## src/core/pmux_defines.svh

```systemverilog
// Purpose: Constants for the port 0 pin mux
// Assumes: Included by its bare name
// Notes:   Strap codes are 3-bit mode encodings
`ifndef PMUX_DEFINES_SVH
`define PMUX_DEFINES_SVH
`define PMUX_MODE_MAC        3'h0
`define PMUX_MODE_PHY        3'h1
`define PMUX_MODE_TURBO12    3'h2
`define PMUX_MODE_TURBO16    3'h3
`define PMUX_MODE_RMII12     3'h4
`define PMUX_MODE_RMII16     3'h5
`define PMUX_MODE_RMIIIN     3'h6
`define PMUX_MODE_RSVD       3'h7
`define PMUX_STRAP_RST       3'h0
`define PMUX_CLK_DIV_W       1
`endif

```

## src/core/pmux_pkg.sv

```systemverilog
// Purpose: Types for the port 0 pin mux
// Assumes: Nothing
// Notes:   Role decode of the strap
package pmux_pkg;
  typedef enum logic [2:0] {
    PMUX_ROLE_MAC,
    PMUX_ROLE_PHY,
    PMUX_ROLE_TURBO,
    PMUX_ROLE_RMII,
    PMUX_ROLE_RSVD
  } pmux_role_t;
endpackage

```

## src/core/pmux_port0.sv

```systemverilog
// Purpose: Port 0 MII/RMII pin mux with strap capture
// Assumes: core_clk 10 MHz; link clock sampled as a plain input
// Notes:   Overview of operation list below
// Overview of operation
// - Decode three-bit strap into port mode
// - Modes 010/011: 200 Mbps, clock 12/16 mA from clk_strength_bit
// - Modes 100/101 drive 12/16 mA; 110 input
// - MAC mode: data bits carry transmit data pair
// - PHY mode: data bits carry receive data
// - RMII mode: data bits are receive pair
// - MAC mode: valid pin is transmit enable
// - PHY mode: valid pin is receive valid
// - RMII mode: valid pin is carrier/valid
// - Isolate disables data and valid drivers except in MAC mode
// - MAC mode: time outputs from PHY clock
// - PHY mode: drive clock, off when isolated
// - Mode bits 1:0 strapped on data pins
// - Mode bit 2 strapped; RMII bits 3:2 unused
`timescale 1ns/1ps
`default_nettype none
`include "pmux_defines.svh"
module pmux_port0 (
  input  wire logic       core_clk,
  input  wire logic       rst_n,
  input  wire logic       strap_bit0_in,
  input  wire logic       strap_bit1_in,
  input  wire logic       strap_bit2_in,
  input  wire logic       virtual_phy_isolate_bit,
  input  wire logic       clk_strength_bit,
  input  wire logic       rmii_clk_dir_out,
  input  wire logic       port_clk_in,
  input  wire logic [1:0] core_data,
  input  wire logic       core_data_valid,
  output logic            port_out_data_bit1,
  output logic            port_out_data_bit0,
  output logic            port_out_data_bit1_oe,
  output logic            port_out_data_bit0_oe,
  output logic            port_out_data_valid,
  output logic            port_out_data_valid_oe,
  output logic            port_clk_out,
  output logic            port_clk_oe,
  output logic            port_clk_drive_16ma,
  output logic            turbo_rate,
  output logic            rmii_mode,
  output logic [2:0]      port_mode_strap_field
);
  typedef struct packed {
    logic                rst_meta;
    logic                rst_sync;
    logic                locked;
    logic [2:0]          mode;
    pmux_pkg::pmux_role_t role;
    logic [1:0]          dat;
    logic [1:0]          dat_oe;
    logic                dv;
    logic                dv_oe;
    logic                clk_out;
    logic                clk_oe;
    logic                drv16;
    logic                turbo;
    logic                rmii;
  } pmux_state_t;

  pmux_state_t st_q;
  pmux_state_t st_d;
  logic        rst_int_n;
  logic        lclk_rise;
  logic        iso_sync;
  logic        str_sync;
  logic        dir_sync;
  logic [2:0]  strap_raw;
  logic [2:0]  strap_sync;

  assign rst_int_n = st_q.rst_sync;
  assign strap_raw = {strap_bit2_in, strap_bit1_in, strap_bit0_in};

  // Link clock edges time the MAC-mode outputs
  pmux_sync u_lclk (
    .core_clk   (core_clk),
    .rst_n      (rst_int_n),
    .async_in   (port_clk_in),
    .sync_out   (),
    .rise_pulse (lclk_rise)
  );

  pmux_sync u_iso (
    .core_clk   (core_clk),
    .rst_n      (rst_int_n),
    .async_in   (virtual_phy_isolate_bit),
    .sync_out   (iso_sync),
    .rise_pulse ()
  );

  pmux_sync u_str (
    .core_clk   (core_clk),
    .rst_n      (rst_int_n),
    .async_in   (clk_strength_bit),
    .sync_out   (str_sync),
    .rise_pulse ()
  );

  pmux_sync u_dir (
    .core_clk   (core_clk),
    .rst_n      (rst_int_n),
    .async_in   (rmii_clk_dir_out),
    .sync_out   (dir_sync),
    .rise_pulse ()
  );

  // Strap stages never reset, so the strap is sampled while reset holds
  for (genvar k = 0; k < 3; k++) begin : g_strap
    pmux_sync u_strap (
      .core_clk   (core_clk),
      .rst_n      (1'b1),
      .async_in   (strap_raw[k]),
      .sync_out   (strap_sync[k]),
      .rise_pulse ()
    );
  end

  always_comb begin
    st_d          = st_q;
    st_d.rst_meta = 1'b1;
    st_d.rst_sync = st_q.rst_meta;
    if (!st_q.rst_sync) begin
      // Track straps while internal reset holds, drivers stay off
      st_d.mode   = strap_sync;
      st_d.locked = 1'b0;
      st_d.dat_oe = 2'b00;
      st_d.dv_oe  = 1'b0;
      st_d.clk_oe = 1'b0;
    end else begin
      st_d.locked = 1'b1;
      // Role decode of the latched strap
      case (st_q.mode)
        `PMUX_MODE_MAC:                       st_d.role = pmux_pkg::PMUX_ROLE_MAC;
        `PMUX_MODE_PHY:                       st_d.role = pmux_pkg::PMUX_ROLE_PHY;
        `PMUX_MODE_TURBO12, `PMUX_MODE_TURBO16: st_d.role = pmux_pkg::PMUX_ROLE_TURBO;
        `PMUX_MODE_RMII12, `PMUX_MODE_RMII16, `PMUX_MODE_RMIIIN:
                                              st_d.role = pmux_pkg::PMUX_ROLE_RMII;
        default:                              st_d.role = pmux_pkg::PMUX_ROLE_RSVD;
      endcase
      st_d.turbo = (st_d.role == pmux_pkg::PMUX_ROLE_TURBO);
      st_d.rmii  = (st_d.role == pmux_pkg::PMUX_ROLE_RMII);
      st_d.drv16 = 1'b0;
      st_d.clk_oe = 1'b0;
      st_d.clk_out = 1'b0;

      // Pin drive per role; made clock is core_clk/2 stand-in
      case (st_d.role)
        pmux_pkg::PMUX_ROLE_MAC: begin
          // Isolate ignored, pins always face the PHY
          st_d.dat_oe = 2'b11;
          st_d.dv_oe  = 1'b1;
          if (lclk_rise) begin
            st_d.dat = core_data;
            st_d.dv  = core_data_valid;
          end
        end
        pmux_pkg::PMUX_ROLE_PHY, pmux_pkg::PMUX_ROLE_TURBO: begin
          st_d.dat_oe  = {2{~iso_sync}};
          st_d.dv_oe   = ~iso_sync;
          st_d.clk_oe  = ~iso_sync;
          st_d.clk_out = ~st_q.clk_out;
          if (st_d.role == pmux_pkg::PMUX_ROLE_TURBO) begin
            st_d.drv16 = str_sync;
          end
          if (st_q.clk_out) begin
            st_d.dat = core_data;
            st_d.dv  = core_data_valid;
          end
        end
        pmux_pkg::PMUX_ROLE_RMII: begin
          st_d.dat_oe = {2{~iso_sync}};
          st_d.dv_oe  = ~iso_sync;
          if (st_q.mode == `PMUX_MODE_RMIIIN) begin
            st_d.clk_oe = 1'b0;
          end else begin
            st_d.clk_oe  = ~iso_sync & dir_sync;
            st_d.drv16   = (st_q.mode == `PMUX_MODE_RMII16);
            st_d.clk_out = ~st_q.clk_out;
          end
          st_d.dat = core_data;
          st_d.dv  = core_data_valid;
        end
        default: begin
          // Reserved code: every driver off
          st_d.dat_oe = 2'b00;
          st_d.dv_oe  = 1'b0;
          st_d.dat    = 2'b00;
          st_d.dv     = 1'b0;
        end
      endcase
    end
  end

  // Async reset; mode holds the strap default until sampled
  always_ff @(posedge core_clk or negedge rst_n) begin
    if (!rst_n) begin
      st_q      <= '0;
      st_q.mode <= `PMUX_STRAP_RST;
      st_q.role <= pmux_pkg::PMUX_ROLE_MAC;
    end else begin
      st_q <= st_d;
    end
  end

  // Outputs straight from state flops
  assign port_out_data_bit1     = st_q.dat[1];
  assign port_out_data_bit0     = st_q.dat[0];
  assign port_out_data_bit1_oe  = st_q.dat_oe[1];
  assign port_out_data_bit0_oe  = st_q.dat_oe[0];
  assign port_out_data_valid    = st_q.dv;
  assign port_out_data_valid_oe = st_q.dv_oe;
  assign port_clk_out           = st_q.clk_out;
  assign port_clk_oe            = st_q.clk_oe;
  assign port_clk_drive_16ma    = st_q.drv16;
  assign turbo_rate             = st_q.turbo;
  assign rmii_mode              = st_q.rmii;
  assign port_mode_strap_field  = st_q.mode;
endmodule // pmux_port0
`default_nettype wire

```

## src/core/pmux_sync.sv

```systemverilog
// Purpose: Two-flop synchroniser with edge detect
// Assumes: Async active-low reset already synchronised
// Notes:   Edge detect compares the second stage with a third
`timescale 1ns/1ps
`default_nettype none
module pmux_sync (
  input  wire logic core_clk,
  input  wire logic rst_n,
  input  wire logic async_in,
  output logic      sync_out,
  output logic      rise_pulse
);
  typedef struct packed {
    logic meta;
    logic sync;
    logic prev;
  } pmux_sync_state_t;

  pmux_sync_state_t st_q;
  pmux_sync_state_t st_d;

  always_comb begin
    st_d      = st_q;
    st_d.meta = async_in;
    st_d.sync = st_q.meta;
    st_d.prev = st_q.sync;
  end

  always_ff @(posedge core_clk or negedge rst_n) begin
    if (!rst_n) begin
      st_q <= '0;
    end else begin
      st_q <= st_d;
    end
  end

  assign sync_out   = st_q.sync;
  assign rise_pulse = st_q.sync & ~st_q.prev;
endmodule // pmux_sync
`default_nettype wire

```

## config.mk

```make
export PLATFORM = sky130hd
export DESIGN_NAME = pmux_port0
export DESIGN_NICKNAME = d
export VERILOG_FILES = /design/src/core/pmux_pkg.sv /design/src/core/pmux_port0.sv /design/src/core/pmux_sync.sv
export VERILOG_INCLUDE_DIRS = /design/src /design/src/core
export SDC_FILE = /design/constraint.sdc
export NUM_CORES = 1
export LEC_CHECK = 0
export BUFFER_PORTS_ARGS = -buffer_cell sky130_fd_sc_hd__buf_2
export CAP_MARGIN = 20
export CORE_UTILIZATION = 40
export DETAILED_ROUTE_END_ITERATION = 8
export SLEW_MARGIN = 15
export SYNTH_ARGS = -nofsm -noshare
export SYNTH_HDL_FRONTEND = slang
export SYNTH_SLANG_ARGS = --single-unit
```

## constraint.sdc

```tcl
create_clock -name core_clk -period 0.8 [get_ports core_clk]
set_input_delay 0.08 -clock core_clk [delete_from_list [all_inputs] [get_ports core_clk]]
set_output_delay 0.08 -clock core_clk [all_outputs]
set_load 0.01 [all_outputs]
```

==> metrics.yaml <==
status:
  status: "finished with violations"
  violations: "setup timing"
synthesis:
  avgSynthCellArea_um2: 13.5
  synth_top_cell_area_share_pct: 57.7
  ys_top_cells_by_count: "23 x dfrtp_1, 7 x nand2_1, 6 x dfxtp_1"
  muxShareOfSynthArea_pct: 8.53
  synth-async-reset-ratio_pct: 79.3
  synthCells: 74
  synth-simple-area-share_pct: 7.65
  synth_nets: 86
  synth_xor_xnor_area_share_pct: 0
  ys_ff_latch: 29
  synth_top_area_cell: "dfrtp_1"
  yosysWarnings: 0
  synth_area_um2: 997
  synth_area_leaders: "dfrtp_1 58%, dfxtp_1 12%, mux2_2 4.5%"
  yosys.cell_count.top_type: "dfrtp_1"
  synth-seq-area-share_pct: 69.8
  yosysUniqueCellTypes: 23
  synth_top_family_by_area: "multiplexers"
  synthAdderAreaFrac_pct: 0
  synth-compound-area-share_pct: 8.16
  synth_edf_count: 0
  synthFlopType: "dfrtp_1"
clock_network:
  cts_tree: "built"
  htree_levels: 2
  clock_sinks: 29
  path_clk_slew_ns: 0.08
  worstSkewPairLatency_ns: 0.31
  cts-root-buf: "clkbuf_4"
  clockBufferDepth: 2
  numCtsBuffers: 5
placement:
  placed_cells: 137
  hpwl_mm: 1.14
  gp_congestion: 0.795
  portBuffers: 25
global_route:
  grt_pass1_vias: 691
  gr-usage-all-layers_pct: 15.7
  grt_pass1_wl_mm: 2.84
  grt_antenna_before_repair: 0
  gr-total-overflow: 0
  grt_max_degree: 15
worst_setup_path:
  worstPathMaxFanout: 3
  critical_path_class: "flop to output port"
  worstPathRequired_ns: 0.72
  arrival_ns: 1.11
  reg2reg_from: "port_mode_strap_field[1]"
  worstReg2RegEnd: "turbo_rate"
  critPathLaunchType: "flop"
  r2r.worst_path.cells: 4
  rrSetupSlack_ns: -0.39
  cp-end-kind: "output port"
finish:
  layout-drive-gt1-share_pct: 52.2
  diodes: 0
  nNetsFinal: 145
  instances_no_fill: 162
  syn2layout_area_growth_pct: 56.8
sta:
  clock_skew_ns: 0.00275
  hold_viol_final: 0
  fmax_mhz: 843
  min_period_ns: 1.19
  final_max_slew_viol_count: 0
  period_share_pct: 148
  setup_violations: 26
  fin_ws_ns: -0.387
  rsz0062_at_grt: "yes"
drt:
  dr.pass1.iters: 4
  final_antenna_net_count: 0
  wl_per_cell_um: 11.0
  drc: 0
  drt_wl_total_mm: 1.78
  vias: 728
  drt_iter0_markers: 4
  vias_per_cell: 4.49
power:
  power_density_nw_per_um2: 2060
  ir_drop_v: 0.00144
  power_leakage_nw: 0.774
  power_mw: 3.22
run:
  max-cap-violations: 0
die:
  start_util_pct: 43.8
  die_area_um2: 2700
  fp-row-count: 17
  io_pins: 26
  die_y_um: 51.9
  dieWidth_um: 51.9
  core_um2: 2280
worst_hold_path:
  holdCritPathClass: "input pin to async pin"
-- per-layer routing --
layer	global-route usage [%]	share of wire [%]
met5	0	0
met3	9.65	5.6
met1	18.1	46
met2	23.1	46
met4	6.76	1.7
-- stage by stage --
step	worst slack, ns	hold slack (ns)	instance area (µm²)	utilization (%)	setup TNS (ns)
6_report	-0.387	0.189	1560	68.7	-5.81
4_1_cts	-0.393	0.00984	1490	65.6	-6.11
2_1_floorplan	-0.397	-0.216	1010	-	-3.48
3_3_place_gp	-0.295	-0.0102	1240	54.3	-2.86
5_1_grt	-0.445	0.190	1560	68.7	-7.11
3_5_place_dp	-0.366	-0.00644	1240	54.3	-3.12
-- cell usage in the layout, fill, tap and decap left out, drive strengths merged, types with 3 or more instances in the layout --
cell          n
inv           5
dfrtp        23
nand2         7
buf          46
clkbuf        6
dfxtp         6
nor2          3
mux2i         4
dlygate4sd3  11
mux2          4
a21oi         6
-- timing repair --
action                                 4_1_cts  5_1_grt
hold buffers                                10        1
endpoints found under the hold margin       23        1
resized for setup                           17       13
setup endpoints to repair                   26       26
pin swaps                                    5        6
setup buffers                                5        1
-- cell families after synthesis --
kind of cell | count (synthesis)
muxes | 8
buffers and inverters | 10
DFF | 29
other | 1
AOI/OAI and AO/OA | 11
and+or+nand+nor | 15
-- critical path, cell delays in order, from the launching register on --
cell and delay [ns]:
dfrtp_2 0.45, buf_6 0.13, buf_6 0.11, buf_6 0.11
-- power by group --
| group | switching (mW) | internal (mW) |
|---|---|---|
| Clock | 0.459 | 0.334 |
| Combinational | 0.301 | 0.440 |
| Sequential | 0.0875 | 1.60 |
| Total | 0.848 | 2.37 |
-- area by class of cell --
type / count / area, µm²
fillers: 167 / 712
flip-flops and latches: 29 / 701
repair buffers: 57 / 458
multi-input cells: 35 / 300
clock buffers: 6 / 41.3
well taps: 28 / 35.0
inverters: 5 / 18.8
clock inverters: 2 / 10.0
-- worst max path at each step --
| stage | from | end | slack, ns |
|---|---|---|---|
| after floorplan | port_mode_strap_field[1] | port_out_data_bit0 | -0.40 |
| after global placement | port_mode_strap_field[0] | port_out_data_bit1 | -0.30 |
| after detailed placement | port_mode_strap_field[0] | port_out_data_valid | -0.37 |
| after CTS | port_mode_strap_field[1] | port_mode_strap_field[1] | -0.39 |
| after global routing | port_mode_strap_field[1] | port_mode_strap_field[1] | -0.45 |
| final | port_mode_strap_field[1] | port_mode_strap_field[1] | -0.39 |
Note: power is estimated with default switching activity, not from simulation.
